### src/uhp_pkg.sv
package uhp_pkg;
   // channel count and bus widths
   localparam int NUM_CHAN = 4;
   localparam int CH_IDX_W = 2;
   localparam int DATA_W = 8;
   localparam int ADDR_W = 3;

   // register offsets inside each channel
   localparam logic [ADDR_W-1:0] ADR_IRQ_ENABLE = 3'h1;
   localparam logic [ADDR_W-1:0] ADR_IRQ_STATUS = 3'h2;
   localparam logic [ADDR_W-1:0] ADR_FEATURE = 3'h3;
   localparam logic [ADDR_W-1:0] ADR_MODEM_CTRL = 3'h4;
   localparam logic [ADDR_W-1:0] ADR_MODEM_STATUS = 3'h6;

   // interrupt source positions, same in enable and status registers
   localparam int IRQ_RX_AVAIL = 0;
   localparam int IRQ_TX_SPACE = 1;
   localparam int IRQ_RX_ERROR = 2;
   localparam int IRQ_MODEM = 3;
   localparam int IRQ_SRC_W = 4;

   // modem control, modem status and feature fields
   localparam int MCTL_TERM_READY = 0;
   localparam int MCTL_IRQ_OE = 3;
   localparam int MCTL_PRESCALE = 7;
   localparam int MSTS_DELTA_CTS = 0;
   localparam int MSTS_DELTA_DSR = 1;
   localparam int MSTS_CTS = 4;
   localparam int MSTS_DSR = 5;
   localparam int FEAT_AUTO_CTS = 7;

   // prescaler: counter wraps after four input clocks
   localparam int PRESC_W = 2;
   localparam logic [PRESC_W-1:0] PRESC_LAST = 2'h3;
   localparam logic [PRESC_W-1:0] PRESC_ZERO = 2'h0;
   localparam logic [DATA_W-1:0] REG_RST = 8'h00;

   // interrupt causes coming from the channel data path
   typedef struct packed {
      logic rxError;
      logic rxAvail;
      logic txSpace;
   } uhp_src_t;

   // one register write towards a channel
   typedef struct packed {
      logic stb;
      logic [ADDR_W-1:0] addr;
      logic [DATA_W-1:0] data;
   } uhp_wr_t;

   // filtered modem inputs of one channel
   typedef struct packed {
      logic ctsN;
      logic dsrN;
   } uhp_modem_t;

   // every pin that crosses into the clock domain
   typedef struct packed {
      logic [NUM_CHAN-1:0] csN;
      logic rdN;
      logic wrN;
      logic [ADDR_W-1:0] addr;
      logic [DATA_W-1:0] data;
      logic [NUM_CHAN-1:0] ctsN;
      logic [NUM_CHAN-1:0] dsrN;
      logic presc;
      logic irqForce;
   } uhp_pins_t;

   typedef struct packed {
      logic [DATA_W-1:0] irqEn;
      logic [DATA_W-1:0] featReg;
      logic [DATA_W-1:0] modemCtrl;
      logic [DATA_W-1:0] modemStat;
      logic [PRESC_W-1:0] presc;
      logic tick;
      logic txAllow;
      logic termReadyN;
      logic irq;
      logic irqOeN;
   } uhp_chan_st_t;

   typedef struct packed {
      uhp_pins_t s1;
      uhp_pins_t s2;
      uhp_pins_t s3;
      uhp_pins_t filt;
      logic capture;
      logic [DATA_W-1:0] dout;
      logic doeN;
      logic serEn;
   } uhp_top_st_t;

   localparam uhp_chan_st_t CHAN_RST = '{irqEn: REG_RST, featReg: REG_RST,
      modemCtrl: REG_RST, modemStat: REG_RST, presc: PRESC_ZERO, tick: 1'b0,
      txAllow: 1'b0, termReadyN: 1'b1, irq: 1'b0, irqOeN: 1'b1};

   localparam uhp_top_st_t TOP_RST = '{s1: '1, s2: '1, s3: '1, filt: '1,
      capture: 1'b1, dout: REG_RST, doeN: 1'b1, serEn: 1'b0};
endpackage

### src/uhp_chan.sv
module uhp_chan
   import uhp_pkg::*;
(
   // clock and control
   input wire logic clock,
   input wire logic rstn,
   input wire logic ce,
   // reset-release capture of the prescale strap, and the live irq force level
   input wire logic capture,
   input wire logic prescPin,
   input wire logic forceIrq,
   // register access
   input wire uhp_wr_t wr,
   input wire logic rdMsts,
   output logic [DATA_W-1:0] rdData,
   // modem side and event sources
   input wire uhp_modem_t modem,
   input wire uhp_src_t src,
   // channel outputs
   output logic tick,
   output logic txAllow,
   output logic termReadyN,
   output logic irq,
   output logic irqOeN
);
   uhp_chan_st_t st_ff;
   uhp_chan_st_t nxt;
   logic [IRQ_SRC_W-1:0] pend;
   logic ctsChg;
   logic dsrChg;

   // next state: register writes, strap capture, modem status, prescaler
   always_comb begin
      nxt = st_ff;
      if (wr.stb) begin
         case (wr.addr)
            ADR_IRQ_ENABLE: nxt.irqEn = wr.data;
            ADR_FEATURE: nxt.featReg = wr.data;
            ADR_MODEM_CTRL: nxt.modemCtrl = wr.data;
            default: ;
         endcase
      end
      if (capture) begin
         nxt.modemCtrl[MCTL_PRESCALE] = ~prescPin;
      end
      ctsChg = (~modem.ctsN) != st_ff.modemStat[MSTS_CTS];
      dsrChg = (~modem.dsrN) != st_ff.modemStat[MSTS_DSR];
      // clear on read first, so a change in the same cycle still sets
      if (rdMsts) begin
         nxt.modemStat[MSTS_DELTA_CTS] = 1'b0;
         nxt.modemStat[MSTS_DELTA_DSR] = 1'b0;
      end
      if (ctsChg) begin
         nxt.modemStat[MSTS_DELTA_CTS] = 1'b1;
      end
      if (dsrChg) begin
         nxt.modemStat[MSTS_DELTA_DSR] = 1'b1;
      end
      nxt.modemStat[MSTS_CTS] = ~modem.ctsN;
      nxt.modemStat[MSTS_DSR] = ~modem.dsrN;
      // prescaler runs from the current ratio bit
      if (st_ff.modemCtrl[MCTL_PRESCALE]) begin
         nxt.presc = st_ff.presc + 2'h1;
         nxt.tick = (st_ff.presc == PRESC_LAST);
      end else begin
         nxt.presc = PRESC_ZERO;
         nxt.tick = 1'b1;
      end
      // low cts means the far end is ready to take data
      nxt.txAllow = ~st_ff.featReg[FEAT_AUTO_CTS] | ~modem.ctsN;
      nxt.termReadyN = ~nxt.modemCtrl[MCTL_TERM_READY];
      pend = '0;
      pend[IRQ_RX_AVAIL] = src.rxAvail & st_ff.irqEn[IRQ_RX_AVAIL];
      pend[IRQ_TX_SPACE] = src.txSpace & st_ff.irqEn[IRQ_TX_SPACE];
      pend[IRQ_RX_ERROR] = src.rxError & st_ff.irqEn[IRQ_RX_ERROR];
      pend[IRQ_MODEM] = (st_ff.modemStat[MSTS_DELTA_CTS] | st_ff.modemStat[MSTS_DELTA_DSR])
         & st_ff.irqEn[IRQ_MODEM];
      nxt.irq = |pend;
      // force pin overrides the enable bit; otherwise bit set means driven
      nxt.irqOeN = ~(forceIrq | st_ff.modemCtrl[MCTL_IRQ_OE]);
   end

   // reset wins over the clock enable so the pins go quiet at once
   always_ff @(posedge clock) begin
      if (!rstn) begin
         st_ff <= CHAN_RST;
      end else if (ce) begin
         st_ff <= nxt;
      end
   end

   // read mux, unmapped offsets read zero
   always_comb begin
      case (wr.addr)
         ADR_IRQ_ENABLE: rdData = st_ff.irqEn;
         ADR_IRQ_STATUS: rdData = {{(DATA_W-IRQ_SRC_W){1'b0}}, pend};
         ADR_FEATURE: rdData = st_ff.featReg;
         ADR_MODEM_CTRL: rdData = st_ff.modemCtrl;
         ADR_MODEM_STATUS: rdData = st_ff.modemStat;
         default: rdData = REG_RST;
      endcase
   end

   assign tick = st_ff.tick;
   assign txAllow = st_ff.txAllow;
   assign termReadyN = st_ff.termReadyN;
   assign irq = st_ff.irq;
   assign irqOeN = st_ff.irqOeN;
endmodule

### src/uhp_pin_ctrl.sv
// What this block does
// Prescaler divides the input clock by one or four, per prescaler bit.
// At reset release the prescaler bit takes the inverted strap pin.
// Software may rewrite the prescaler bit after reset to change ratio.
// Host selects a channel with its low select; only selected channels transfer.
// Modem pulls clear-to-send low when it can accept transmit data.
// Clear-to-send level is readable in modem status bit four.
// Clear-to-send gates transfers only while auto clear-to-send is enabled.
// Eight-bit three-state data bus, bit zero least significant.
// Data-set-ready level is shown in each channel's modem status.
// Terminal-ready output is low while control bit zero is one.
// Interrupt output needs an enabled source; its output enable needs bit three or the force pin.
// Interrupt causes: receive error, receive data, transmit space, modem change.
// After reset all interrupt outputs are high impedance.
// Force pin high keeps interrupt outputs enabled regardless of bit three.
// Force pin low lets bit three enable the interrupt outputs.
// Falling read strobe puts the addressed register on the data bus.
// Rising write strobe stores the bus into the addressed selected register.
// Reset clears registers and outputs and disables serial transfer.
// Host keeps address and selects stable through a strobe, never both strobes.
// Data bus is released whenever no read is active for a selected channel.
module uhp_pin_ctrl
   import uhp_pkg::*;
#(
   parameter int NCH = NUM_CHAN
)
(
   // clock and control
   input wire logic clock,
   input wire logic rstn,
   input wire logic ce,
   // host bus pins
   input wire logic [NUM_CHAN-1:0] channelSelectN,
   input wire logic readStrobeN,
   input wire logic writeStrobeN,
   input wire logic [ADDR_W-1:0] regAddr,
   input wire logic [DATA_W-1:0] hostDataIn,
   output logic [DATA_W-1:0] hostDataOut,
   output logic hostDataOeN,
   // configuration pins
   input wire logic prescaleSelectPin,
   input wire logic irqForceEnablePin,
   // modem pins per channel
   input wire logic [NUM_CHAN-1:0] ctsN,
   input wire logic [NUM_CHAN-1:0] dsrN,
   output logic [NUM_CHAN-1:0] terminalReadyN,
   // interrupt causes from the channel data paths
   input wire uhp_src_t [NUM_CHAN-1:0] chanSrc,
   // channel outputs
   output logic [NUM_CHAN-1:0] channelIrq,
   output logic [NUM_CHAN-1:0] channelIrqOeN,
   output logic [NUM_CHAN-1:0] prescaleTick,
   output logic [NUM_CHAN-1:0] txAllow,
   output logic serialEnable
);
   // the pin structs are sized by the package, so no other count fits
   if (NCH != NUM_CHAN) begin : g_bad_nch
      $error("uhp_pin_ctrl: NCH must equal the package channel count");
   end

   uhp_top_st_t st_ff;
   uhp_top_st_t nxt;
   uhp_top_st_t rstNxt;
   uhp_pins_t pinsNow;
   uhp_pins_t nxtFilt;
   uhp_wr_t [NUM_CHAN-1:0] chanWr;
   logic [NUM_CHAN-1:0] chanRdMsts;
   logic [DATA_W-1:0] chanRd [NUM_CHAN];
   logic [CH_IDX_W-1:0] sel;
   logic [DATA_W-1:0] readPick;
   logic rdFall;
   logic wrRise;
   logic anySel;

   // a bit of the filter moves only once the two later stages agree
   function automatic uhp_pins_t agreeFilter(uhp_pins_t a, uhp_pins_t b, uhp_pins_t held);
      logic [$bits(uhp_pins_t)-1:0] agree;
      agree = ~(a ^ b);
      return uhp_pins_t'((agree & b) | (~agree & held));
   endfunction

   // lowest numbered selected channel answers a read
   function automatic logic [CH_IDX_W-1:0] firstSel(logic [NUM_CHAN-1:0] csN);
      logic [CH_IDX_W-1:0] idx;
      idx = '0;
      for (int i = NUM_CHAN - 1; i >= 0; i--) begin
         if (!csN[i]) begin
            idx = CH_IDX_W'(i);
         end
      end
      return idx;
   endfunction

   // gather every asynchronous pin into one synchroniser word
   assign pinsNow = '{csN: channelSelectN, rdN: readStrobeN, wrN: writeStrobeN,
      addr: regAddr, data: hostDataIn, ctsN: ctsN, dsrN: dsrN,
      presc: prescaleSelectPin, irqForce: irqForceEnablePin};

   // next state: synchroniser, strobe edges, read capture and bus release
   always_comb begin
      nxt = st_ff;
      nxt.s1 = pinsNow;
      nxt.s2 = st_ff.s1;
      nxt.s3 = st_ff.s2;
      nxtFilt = agreeFilter(st_ff.s2, st_ff.s3, st_ff.filt);
      nxt.filt = nxtFilt;
      // address and selects are taken at the strobe edge, relying on them being stable
      rdFall = st_ff.filt.rdN & ~nxtFilt.rdN;
      wrRise = ~st_ff.filt.wrN & nxtFilt.wrN;
      anySel = ~&nxtFilt.csN;
      sel = firstSel(nxtFilt.csN);
      readPick = chanRd[sel];
      nxt.capture = 1'b0;
      nxt.serEn = 1'b1;
      for (int i = 0; i < NUM_CHAN; i++) begin
         chanWr[i].stb = wrRise & ~nxtFilt.csN[i];
         chanWr[i].addr = nxtFilt.addr;
         chanWr[i].data = nxtFilt.data;
         chanRdMsts[i] = rdFall & ~nxtFilt.csN[i] & (sel == CH_IDX_W'(i))
            & (nxtFilt.addr == ADR_MODEM_STATUS);
      end
      // data is latched at the falling edge and held for the whole strobe
      if (rdFall && anySel) begin
         nxt.dout = readPick;
         nxt.doeN = 1'b0;
      end else if (nxtFilt.rdN || !anySel) begin
         nxt.doeN = 1'b1;
      end
      // the synchroniser keeps sampling in reset so the strap is settled at release
      rstNxt = TOP_RST;
      rstNxt.s1 = nxt.s1;
      rstNxt.s2 = nxt.s2;
      rstNxt.s3 = nxt.s3;
      rstNxt.filt = nxt.filt;
   end

   // reset takes priority over the clock enable
   always_ff @(posedge clock) begin
      if (!rstn) begin
         st_ff <= rstNxt;
      end else if (ce) begin
         st_ff <= nxt;
      end
   end

   // one register file per channel
   for (genvar i = 0; i < NUM_CHAN; i++) begin : g_chan
      uhp_chan u_chan (
         .clock(clock),
         .rstn(rstn),
         .ce(ce),
         .capture(st_ff.capture),
         .prescPin(st_ff.filt.presc),
         .forceIrq(st_ff.filt.irqForce),
         .wr(chanWr[i]),
         .rdMsts(chanRdMsts[i]),
         .rdData(chanRd[i]),
         .modem('{ctsN: st_ff.filt.ctsN[i], dsrN: st_ff.filt.dsrN[i]}),
         .src(chanSrc[i]),
         .tick(prescaleTick[i]),
         .txAllow(txAllow[i]),
         .termReadyN(terminalReadyN[i]),
         .irq(channelIrq[i]),
         .irqOeN(channelIrqOeN[i])
      );
   end

   // bus outputs straight from the state register
   assign hostDataOut = st_ff.dout;
   assign hostDataOeN = st_ff.doeN;
   assign serialEnable = st_ff.serEn;
endmodule

### config.mk
export PLATFORM = sky130hd
export DESIGN_NAME = uhp_pin_ctrl
export DESIGN_NICKNAME = d
export VERILOG_FILES = /design/src/uhp_pkg.sv /design/src/uhp_chan.sv /design/src/uhp_pin_ctrl.sv
export SDC_FILE = /design/constraint.sdc
export NUM_CORES = 1
export LEC_CHECK = 0
export BUFFER_PORTS_ARGS = -buffer_cell sky130_fd_sc_hd__buf_2
export CORE_ASPECT_RATIO = 2
export CORE_MARGIN = 4
export CORE_UTILIZATION = 35
export CTS_CLUSTER_SIZE = 16
export DETAILED_ROUTE_END_ITERATION = 8
export PLACE_DENSITY = 0.5
export RECOVER_POWER = 100
export SYNTH_ARGS = -nofsm -noshare
export SYNTH_HDL_FRONTEND = slang
export SYNTH_SLANG_ARGS = --single-unit
### constraint.sdc
create_clock -name clock -period 4.95 [get_ports clock]
set_clock_uncertainty 0.1 [all_clocks]
set_input_delay 0.495 -clock clock [delete_from_list [all_inputs] [get_ports clock]]
set_output_delay 0.495 -clock clock [all_outputs]
set_load 0.005 [all_outputs]
==> results by group, run 1 <==
Critical path
  – R2R Path Start: nxt[57]$_DFFE_PP_
  – Class of the most critical setup path: flop to flop
  – Gate family responsible for the most delay along the worst path: buffers and inverters
  – Arrival @ worst endpoint: 4.10 ns
  – Maximum fanout count along the critical path: 25
  – Capture instance of the worst register-to-register path: g_chan[2].u_chan.st_ff[18]$_SDFFE_PN0P_
  – Critical path, cell by cell: maj3_1 > buf_4 > nor3b_2 > clkbuf_1 > nand3_4 > mux2i_1 > nor2_1
  – Worst Reg2Reg Path Length in Cells: 7
  – Register-to-register setup slack: ~1.2 ns
  – Critical Path RT: 5.26 ns
  – Kind of end point of the critical path: flop
  – Element type at the critical path start: flop
  – Largest stage delay, worst path: 1.02 ns
  – Library cell contributing the largest single delay on the critical path: clkbuf_1
  – Crit path buf inv count: 2

STA
  – Fmax: between 200 and 300 MHz
  – Period minus WS final: about 3.8 ns
  – Total Negative Setup Slacks: 0 ns
  – Unrepaired setup endpoints after global routing: no
  – Final Worst Setup Slack: about 1.2 ns
  – Ratio of final minimum period to clock period: 76.4%
  – Final hold vios: 0
  – Max-slew violations: 34
  – Worst slew pin tran: 1.54 ns
  – Slew headroom: -2.86%
  – Final Setup Violations: 0

Synth
  – Largest cells by area after synthesis: edfxtp_1, dfxtp_1, mux2i_1
  – Number of storage elements in the synthesis netlist: 259
  – Xor and xnor area share after synthesis: 0.614%
  – Sequential fraction of the synthesis area: between 50% and 60%
  – Multiplexer share of the synthesized area: 10.7%
  – Fraction of the mapped netlist area in simple logic gates: 15.0%
  – Most numerous cell in the Yosys netlist: dfxtp_1
  – Post-synth design cell area: 11400 um^2
  – Share of synthesized registers carrying an async set or reset: 0%
  – Complex-gate fraction of the synthesized area: 12.3%
  – Mean post-synth cell area: 11.0 um^2
  – Leading cell types by count after synthesis: dfxtp_1, nor2_1, mux2i_1
  – Post-synthesis cell type count: 65
  – Synth Area in Adders: under 10%
  – Primary FF master, synth: dfxtp_1
  – Count of flip-flops with a built-in enable after synthesis: 108
  – Cell taking the most area after synthesis: edfxtp_1
  – Total number of yosys warnings: 0
  – Synthesized netlist net count: 1083
  – Largest family of logic cells by synthesized area: simple AND/OR/NAND/NOR gates
  – Number of instances in the synthesized netlist: about 1000
  – Fraction of synthesized cell area taken by the top area cell type: 28.4%

Clock network
  – Post_cts resized: 0
  – CTS tree: done
  – Clock latency at the later pin of the worst-skew pair: 0.56 ns
  – Cts-stage hold buffer count: 0
  – H-tree depth reported by CTS: 1
  – CTS buffer count: 26
  – Sinks on Clock Net: between 200 and 300
  – Post-CTS setup buffer count: 0
  – Maximum count of clock buffers along a single path: 3
  – Clock transition at the registers of the reported paths: 0.06 ns
  – Root buf cell: clkbuf_16

Cells and area
  – Layout Cell Area excl Fill: 12600 um^2
  – Post-layout nets: 1095
  – Fraction of layout cells with a size suffix above 1: 11.4%
  – Signed area change from the synthesized netlist to the final layout: 10.8%
  – Count of inserted antenna diode cells: 0

Run status
  – Violations in the final reports: capacitance limit, slew limit
  – Result of the run: finished, violations left

Floorplan
  – Area of the die: 35700 um^2
  – Die outline height: between 200 and 300 um
  – Number of placed I/O pins: 72
  – Starting Density: ~35%
  – DIE WIDTH: 136 um
  – Core footprint: 32200 um^2
  – Placement Rows: 93

Job
  – MaxCap Viol Count: 1

GRT
  – Vias in the first global route: 7654
  – Antenna violations before repair: 0
  – GRT overflow: 0
  – Total track usage: 17.4%
  – Met2 track demand over resource: 31.3%
  – Met3 global-route usage: 2.05%
  – Met1 global-route usage: 19.4%
  – Wire length of the first global-routing pass: 47500 um
  – Maximum number of pins on one net before global-route repair: between 100 and 150
  – Most Used Layer, Global Route: met2

Power
  – Static leakage power: 5.17 nW
  – Total power density per cell area: 400 nW/um^2
  – IR Drop Worst-Case VDD: 0.246 mV

Placed design
  – Worst setup timing slack at the placement stage: 2.03 ns
  – Cell area after placement: 11900 um^2
  – Global placement routability congestion: 0.912
  – Quantity of I/O buffers inserted on ports: just over 70
  – Final HPWL from detailed placement: 21700 um

Drt
  – Drt via density: 5.26
  – Detail-routed net length per standard cell: roughly 21 um
  – Number of optimization iterations in the first detailed-route pass: 5
  – Number of nets still failing antenna checks after routing: 0
  – DRC violation count after routing: 0
  – Via count of the routed design: about 7900
  – Total Wirelength: ~31000 um
  – Violation count after the first detailed-route iteration: 683

Min path
  – Hold depth: 2
  – Hold Crit Class: input pin to flop
  – WHS Endpoint: nxt[86]$_DFFE_PP_
  – Startpoint of the tightest hold check path: writeStrobeN
[layer usage]
layer | up-vias | wire, um | part of all wire (%)
met5 | - | 0 | 0
li1 | 3758 | - | -
met3 | 73 | 1640 | 5.3
met4 | 0 | 1800 | 5.8
met2 | 265 | 16400 | 52
met1 | 3775 | 11400 | 37
[worst max-delay path by stage]
| stage | to | startpoint | cells after the start | slack [ns] |
|---|---|---|---|---|
| 2_1_floorplan | st_ff[23]$_DFFE_PP_ | rstn | 6 | 0.34 |
| 4_1_cts | g_chan[2].u_chan.st_ff[8]$_SDFFE_PN0P_ | nxt[57]$_DFFE_PP_ | 6 | 2.08 |
| 5_1_grt | g_chan[3].u_chan.termReadyN$_SDFFE_PN1P_ | nxt[57]$_DFFE_PP_ | 8 | 0.99 |
| 6_report | g_chan[2].u_chan.st_ff[18]$_SDFFE_PN0P_ | nxt[57]$_DFFE_PP_ | 7 | 1.17 |
| 3_3_place_gp | hostDataOut[1]$_SDFFE_PN0P_ | ce | 7 | 2.02 |
| 3_5_place_dp | hostDataOut[1]$_SDFFE_PN0P_ | ce | 7 | 2.03 |
[power breakdown]
part	internal [W]	switching, W	leakage (nW)	total [W]
Sequential	0.00239	0.000106	2.38	0.00250
Combinational	0.000211	0.000400	2.39	0.000611
Clock	0.00108	0.000864	0.403	0.00195
Total	0.00369	0.00137	5.17	0.00506
[sequential cells by signal, indices dropped and copies added, names as in the netlist]
| register | flops |
|---|---|
| nxt | 54 |
| g_chan.u_chan.st_ff | 120 |
| g_chan.u_chan.termReadyN | 4 |
| hostDataOut | 8 |
| serialEnable | 1 |
| g_chan.u_chan.tick | 4 |
| g_chan.u_chan.txAllow | 4 |
| hostDataOeN | 1 |
| g_chan.u_chan.irq | 4 |
| st_ff | 55 |
| g_chan.u_chan.irqOeN | 4 |
[kinds of logic after synthesis]
group	Yosys count
buffers and inverters	101
and+or+nand+nor	330
DFF	259
AOI/OAI and AO/OA	199
adders and majority gates	19
xor gates and xnor gates	8
muxes	121
[final cells by class]
class | instances | area [um^2]
Sequential cell | 259 | 6270
Tap cell | 427 | 534
Inverter | 5 | 25.0
Clock buffer | 32 | 714
Timing Repair Buffer | 80 | 402
Multi-Input combinational cell | 677 | 4570
Fill cell | 3191 | 19600
Clock inverter | 16 | 123
[worst register-to-register path: stages (launching register included)]
cell,delay [ns]
edfxtp_1,0.44
maj3_1,0.69
buf_4,0.41
nor3b_2,0.22
clkbuf_1,1.02
nand3_4,0.44
mux2i_1,0.28
nor2_1,0.05
[stage by stage]
stage,util (%),cells,power [W],hold slack (ns)
3_5_place_dp,36.9,1448,0.00317,0.349
4_1_cts,39.5,1496,0.00514,0.0889
3_3_place_gp,36.9,1448,0.00316,0.345
6_report,39.2,1496,0.00506,0.117
2_1_floorplan,-,1037,0.00297,0.334
5_1_grt,39.2,1496,0.00528,0.102
[cell usage in the layout (no fill, tap or decap), types with 7 or more instances in the layout]
master,instances
mux2i_1,109
a221oi_1,17
a31oi_1,8
and2_1,74
nor3_1,8
maj3_1,12
clkbuf_16,27
nand2b_1,11
nor2_1,128
and2_0,21
dfxtp_1,151
edfxtp_1,108
a211oi_1,17
a22oi_1,10
o22ai_1,7
nand3_1,12
o21ai_0,42
xnor2_1,8
clkbuf_1,26
buf_2,50
a21oi_1,37
nand2_1,46
No activity file was read; power rests on OpenSTA's default activity.
==> inputs of run 2 (changes only) <==
Clock period 4.95 ns to 3.7 ns, I/O delays scaled along.
==> results by group, run 2 (synthesis results as in run 1) <==
Floorplan
  – DIE WIDTH: 136 um (unchanged)
  – Starting Density: 35.4% (unchanged)
  – Die outline height: 263 um (unchanged)
  – Number of placed I/O pins: 72 (unchanged)
  – Area of the die: 35700 um^2 (unchanged)
  – Placement Rows: 93 (unchanged)
  – Core footprint: 32200 um^2 (unchanged)

GRT
  – GRT overflow: 0 (unchanged)
  – Total track usage: 17.7% (+0.30 points)
  – Wire length of the first global-routing pass: 48100 um (+1.1%)
  – Maximum number of pins on one net before global-route repair: 128 (+17%)
  – Antenna violations before repair: 0 (unchanged)
  – Vias in the first global route: 7861 (+2.7%)

Cells and area
  – Fraction of layout cells with a size suffix above 1: 12.1% (+0.71 points)
  – Signed area change from the synthesized netlist to the final layout: 13.4%
  – Most flop-heavy register: g_chan.u_chan.st_ff
  – Most frequent cells in the layout: dfxtp_1, nor2_1, mux2i_1, edfxtp_1, and2_1
  – Largest register FFs: 120 (unchanged)
  – Post-layout nets: 1133 (+3.5%)
  – Most common cell after layout, fill and taps aside: dfxtp_1
  – Number of standard cells in the final layout excluding fillers: 1532 (+2.4%)
  – Count of inserted antenna diode cells: 0 (unchanged)

Placed design
  – Global placement routability congestion: 0.910 (-0.27%)
  – Number of cells in the design after placement: 1460 (+0.83%)
  – Quantity of I/O buffers inserted on ports: 71 (unchanged)
  – Final HPWL from detailed placement: 22300 um (+2.8%)

Critical path
  – Worst Reg2Reg Path Length in Cells: 6 (-1)
  – Critical Path RT: 3.97 ns (-1.29 ns)
  – Critical path, cell by cell: maj3_2 > nor3b_2 > buf_12 > nand3_1 > mux2i_1 > nor2_1
  – Arrival @ worst endpoint: 3.39 ns (-0.71 ns)
  – Library cell contributing the largest single delay on the critical path: nor3b_2
  – Largest stage delay, worst path: 0.65 ns (-0.37 ns)
  – Kind of end point of the critical path: flop
  – Element type at the critical path start: flop
  – Register-to-register setup slack: 0.58 ns (-0.59 ns)
  – Class of the most critical setup path: flop to flop
  – R2R Path Start: nxt[57]$_DFFE_PP_
  – Maximum fanout count along the critical path: 21 (-16%)
  – Capture instance of the worst register-to-register path: g_chan[3].u_chan.st_ff[20]$_SDFFE_PN0P_

Clock network
  – Maximum count of clock buffers along a single path: 3 (unchanged)
  – Post_cts resized: 0 (unchanged)
  – H-tree depth reported by CTS: 1 (unchanged)
  – Sinks on Clock Net: 259 (unchanged)
  – Clock transition at the registers of the reported paths: 0.07 ns (about the same)
  – CTS buffer count: 26 (unchanged)
  – Post-CTS setup buffer count: 0 (unchanged)
  – Cts-stage hold buffer count: 26 (+26)
  – Root buf cell: clkbuf_16
  – Clock latency at the later pin of the worst-skew pair: 0.55 ns (about the same)
  – CTS tree: done

Power
  – IR Drop Worst-Case VDD: 0.300 mV (+22%)
  – Total power density per cell area: 523 nW/um^2 (+31%)
  – Static leakage power: 5.36 nW (+3.6%)

Drt
  – Via count of the routed design: 7900 (+0.37%)
  – Total Wirelength: 31800 um (+1.6%)
  – Violation count after the first detailed-route iteration: 583 (-15%)
  – Number of optimization iterations in the first detailed-route pass: 5 (unchanged)
  – Number of nets still failing antenna checks after routing: 0 (unchanged)
  – DRC violation count after routing: 0 (unchanged)
  – Detail-routed net length per standard cell: 20.7 um (-0.80%)
  – Drt via density: 5.16 (-2.0%)

Min path
  – Hold depth: 2 (unchanged)
  – Startpoint of the tightest hold check path: prescaleSelectPin
  – WHS Endpoint: nxt[66]$_DFFE_PP_
  – Hold Crit Class: input pin to flop

STA
  – Final Setup Violations: 0 (unchanged)
  – Ratio of final minimum period to clock period: 84.3% (+7.9 points)
  – Worst slew pin tran: 2.10 ns (+0.555 ns)
  – Slew headroom: -39.9% (-37 points)
  – Total Negative Setup Slacks: 0 ns (unchanged)
  – Worst slack on hold paths: 0.0241 ns (-0.0927 ns)
  – Unrepaired setup endpoints after global routing: no
  – Max-slew violations: 204 (+500%)
  – Final hold vios: 0 (unchanged)
  – Fmax: 321 MHz (+21%)
  – Period minus WS final: 3.12 ns (-0.664 ns)

Job
  – MaxCap Viol Count: 2 (+1)

Run status
  – Result of the run: finished, violations left
  – Violations in the final reports: capacitance limit, slew limit
-- run 2: metal layers --
layer | routed length, um | vias to the layer above | track usage [%]
met5 | 0 | - | 0
met4 | 2340 | 0 | 11.9
met1 | 12100 | 3769 | 19.7
met2 | 16000 | 206 | 30.6
met3 | 1350 | 92 | 2.58
li1 | - | 3833 | -
-- run 2: layout make-up --
class / count / area, um^2
clock inverters: 6 / 36.3
repair buffers: 118 / 738
clock buffers: 40 / 768
well taps: 427 / 534
inverters: 5 / 25.0
flip-flops and latches: 259 / 6270
fillers: 3163 / 19300
multi-input cells: 677 / 4570
-- run 2: how the worst max path moves through the flow --
stage	start	end	slack [ns]	cells after the start
final	nxt[57]$_DFFE_PP_	g_chan[3].u_chan.st_ff[20]$_SDFFE_PN0P_	0.58	6
after global routing	ce	st_ff[23]$_DFFE_PP_	0.43	5
after CTS	nxt[57]$_DFFE_PP_	hostDataOut[1]$_SDFFE_PN0P_	0.96	8
after detailed placement	nxt[57]$_DFFE_PP_	hostDataOut[1]$_SDFFE_PN0P_	0.98	8
after global placement	nxt[57]$_DFFE_PP_	g_chan[2].u_chan.st_ff[22]$_SDFFE_PN0P_	1.03	5
after floorplan	rstn	st_ff[23]$_DFFE_PP_	0.74	6
-- run 2: through the flow --
stage	cell area (um^2)	util (%)	total power [W]	worst slack [ns]
finish	12900	40.1	0.00677	0.582
detailed placement	12000	37.2	0.00427	0.983
CTS	13100	40.5	0.00686	0.964
global route	12900	40.1	0.00705	0.430
floorplan	11400	-	0.00397	0.738
global placement	12000	37.2	0.00425	1.03
-- run 2: report_power, final --
group | internal [W] | total (W) | switching [W]
sequential | 0.00321 | 0.00335 | 0.000144
clock | 0.00143 | 0.00255 | 0.00112
combinational | 0.000315 | 0.000866 | 0.000550
total | 0.00495 | 0.00677 | 0.00182
-- run 2: critical path, delay by kind of cell (launching register included) --
kind                       cells  cell delay (ns)
DFF                            1             0.44
buffers and inverters          1             0.24
and+or+nand+nor                3             1.22
muxes                          1             0.33
adders and majority gates      1             0.58
==> inputs of run 3 (changes only) <==
Settings changed: ABC_AREA set to 1, PLACE_DENSITY 0.5 to 0.52.
Clock period 3.7 ns to 2.55 ns, I/O delays scaled along.
==> results by group, run 3 <==
Clock network
  – Clock latency at the later pin of the worst-skew pair: 0.55 ns (about the same)
  – Root buf cell: clkbuf_16
  – Clock transition at the registers of the reported paths: 0.07 ns (about the same)
  – Maximum count of clock buffers along a single path: 3 (unchanged)
  – CTS tree: done
  – Sinks on Clock Net: 259 (unchanged)
  – H-tree depth reported by CTS: 1 (unchanged)
  – Post-CTS setup buffer count: 0 (unchanged)
  – CTS buffer count: 25 (-3.8%)

Floorplan
  – Placement Rows: 94 (+1.1%)
  – Starting Density: 35.3% (-0.12 points)
  – DIE WIDTH: 137 um (+0.69%)
  – Die outline height: 265 um (+0.71%)
  – Core footprint: 32800 um^2 (+1.8%)
  – Area of the die: 36200 um^2 (+1.4%)
  – Number of placed I/O pins: 72 (unchanged)

Synth
  – Post-synthesis cell type count: 40 (-38%)
  – Largest cells by area after synthesis: edfxtp_1, dfxtp_1, nor2_1
  – Number of instances in the synthesized netlist: 1368 (+32%)
  – Cell taking the most area after synthesis: edfxtp_1
  – Number of storage elements in the synthesis netlist: 259 (unchanged)
  – Sequential fraction of the synthesis area: 54.1% (-0.79 points)
  – Primary FF master, synth: dfxtp_1
  – Synthesized netlist net count: 1414 (+31%)
  – Fraction of synthesized cell area taken by the top area cell type: 28.0% (-0.41 points)
  – Leading cell types by count after synthesis: nor2_1, nand2_1, inv_1
  – Most numerous cell in the Yosys netlist: nor2_1
  – Count of flip-flops with a built-in enable after synthesis: 108 (unchanged)
  – Mean post-synth cell area: 8.46 um^2 (-23%)
  – Post-synth design cell area: 11600 um^2 (+1.5%)
  – Share of synthesized registers carrying an async set or reset: 0% (unchanged)
  – Total number of yosys warnings: 0 (unchanged)

Drt
  – DRC violation count after routing: 0 (unchanged)
  – Drt via density: 4.88 (-5.4%)
  – Routed length on met2: 18100 um (+14%)
  – Total Wirelength: 34900 um (+9.9%)
  – Number of nets still failing antenna checks after routing: 0 (unchanged)
  – Violation count after the first detailed-route iteration: 565 (-3.1%)
  – Highest routed metal layer: met4
  – Via count of the routed design: 9248 (+17%)
  – Detail-routed net length per standard cell: 18.4 um (-11%)
  – Number of optimization iterations in the first detailed-route pass: 5 (unchanged)
  – Routed wl met3: 1340 um (-0.89%)
  – WL met1: 12800 um (+5.7%)

Critical path
  – Maximum fanout count along the critical path: 19 (-9.5%)
  – Worst Reg2Reg Path Length in Cells: 9 (+3)
  – Library cell contributing the largest single delay on the critical path: clkbuf_1
  – Class of the most critical setup path: input pin to flop
  – Arrival @ worst endpoint: 2.50 ns (-0.89 ns)
  – Kind of end point of the critical path: flop
  – R2R Path Start: nxt[56]$_DFFE_PP_
  – Register-to-register setup slack: 0.22 ns (-0.36 ns)
  – Critical Path RT: 2.65 ns (-1.32 ns)
  – Capture instance of the worst register-to-register path: g_chan[2].u_chan.st_ff[37]$_SDFFE_PN0P_
  – Largest stage delay, worst path: 0.78 ns (+0.13 ns)
  – Critical path, cell by cell: clkbuf_1 > clkbuf_1 > nor2_4 > clkinvlp_2 > clkbuf_2
  – Element type at the critical path start: input pin
  – Most common cell on crit path: clkbuf_1

Cells and area
  – Most frequent cells in the layout: nor2_1, nand2_1, inv_1, a21oi_1, dfxtp_1
  – Area of all sequential standard cells: 6270 um^2 (unchanged)
  – Area taken by multi-input logic gates: 4130 um^2 (-9.6%)
  – Most common cell after layout, fill and taps aside: nor2_1
  – Count of inserted antenna diode cells: 0 (unchanged)
  – Number of standard cells in the final layout excluding fillers: 1895 (+24%)
  – Fraction of layout cells with a size suffix above 1: 11.3% (-0.78 points)
  – Most flop-heavy register: g_chan.u_chan.st_ff
  – Number of fillers in the final layout: 3362 (+6.3%)
  – Largest register FFs: 120 (unchanged)
  – Post-layout nets: 1490 (+32%)
  – Signed area change from the synthesized netlist to the final layout: 16.0%

Power
  – Static leakage power: 5.57 nW (+3.9%)
  – Total power density per cell area: 752 nW/um^2 (+44%)
  – Pwr Total: 0.0101 W (+49%)
  – IR Drop Worst-Case VDD: 0.489 mV (+63%)

Job
  – MaxCap Viol Count: 0 (-2)

STA
  – Worst slew pin tran: 1.14 ns (-0.962 ns)
  – Final Worst Setup Slack: 0.147 ns (-0.435 ns)
  – Slew headroom: 24.2% (+64 points)
  – Max-slew violations: 0 (-100%)
  – Total Negative Setup Slacks: 0 ns (unchanged)
  – Final hold vios: 0 (unchanged)
  – Final Setup Violations: 0 (unchanged)
  – Period minus WS final: 2.40 ns
  – Ratio of final minimum period to clock period: a little over nine tenths
  – Unrepaired setup endpoints after global routing: no
  – Fmax: 416 MHz

GRT
  – GRT overflow: 0 (unchanged)
  – Antenna violations before repair: 0 (unchanged)
  – Maximum number of pins on one net before global-route repair: 98 (-23%)
  – Vias in the first global route: 9195 (+17%)
  – Total track usage: 19.4% (+1.7 points)
  – Wire length of the first global-routing pass: 53600 um (+11%)

Min path
  – Hold depth: 3 (+1)
  – Startpoint of the tightest hold check path: rstn
  – WHS Endpoint: g_chan[1].u_chan.tick$_SDFFE_PN0P_
  – Hold Crit Class: input pin to flop

Placed design
  – Number of cells in the design after placement: 1814 (+24%)
  – Final HPWL from detailed placement: 24900 um (+12%)
  – Worst setup timing slack at the placement stage: 0.284 ns (-0.699 ns)
  – Global placement routability congestion: 0.931 (+2.3%)
  – Quantity of I/O buffers inserted on ports: 71 (unchanged)

Run status
  – Result of the run: finished, final reports clean
[run 3: cell count changes after synthesis, sizes merged, moves of 95 or more]
cell,previous run,this run
inv,5,161
a21oi,37,157
mux2i,109,0
nor2,129,228
nand2,47,193
and2,95,0
[run 3: critical path, delay by kind of cell]
family / cells / cell delay (ns)
buffers and inverters: 4 / 2.14
AND/OR/NAND/NOR: 1 / 0.08
[run 3: report_power, final]
group          internal (W)  total (W)  switching, W
sequential          0.00461    0.00475      0.000150
combinational      0.000348    0.00112      0.000773
clock               0.00254    0.00422       0.00168
[run 3: cells by family after synthesis]
| logic type | Yosys count | synth area share (%) |
|---|---|---|
| adders and majority gates | 11 | 1.04 |
| AOI/OAI and AO/OA | 315 | 14.8 |
| and+or+nand+nor | 522 | 20.0 |
| DFF | 259 | 54.1 |
| buffers and inverters | 261 | 10.0 |
[run 3: worst max-delay path by stage]
stage,start,end,slack [ns],cells after the start
global route,nxt[56]$_DFFE_PP_,g_chan[2].u_chan.st_ff[37]$_SDFFE_PN0P_,0.03,9
detailed placement,nxt[56]$_DFFE_PP_,g_chan[0].u_chan.st_ff[35]$_SDFFE_PN0P_,0.28,8
CTS,nxt[56]$_DFFE_PP_,g_chan[0].u_chan.st_ff[35]$_SDFFE_PN0P_,0.29,8
floorplan,ce,nxt[38]$_DFFE_PP_,0.02,4
global placement,nxt[56]$_DFFE_PP_,g_chan[0].u_chan.st_ff[35]$_SDFFE_PN0P_,0.33,8
finish,ce,nxt[85]$_DFFE_PP_,0.15,5
[run 3: per-stage QoR]
step	utilization [%]	hold slack [ns]	area, um^2
final	40.9	0.167	13400
after global routing	40.9	0.188	13400
after CTS	41.3	0.151	13600
after detailed placement	37.4	0.346	12300
after global placement	37.4	0.341	12300
after floorplan	-	0.327	11600
[run 3: routing by layer]
layer	vias to the layer above	global-route usage (%)
li1	4641	-
met1	4221	21.1
met4	0	13.2
met2	272	34.6
met3	114	2.04
met5	-	0
[run 3: final cells by class]
type | instances | area share (%)
clock inverters | 16 | 1.85
repair buffers | 144 | 6.92
multi-input cells | 848 | 30.8
clock buffers | 30 | 5.11
well taps | 432 | 4.03
inverters | 166 | 4.65
flip-flops and latches | 259 | 46.7
[run 3: what timing repair did]
action                                 CTS  global route
hold buffers                            35             0
endpoints found under the hold margin   31             0
resized for setup                        0             0
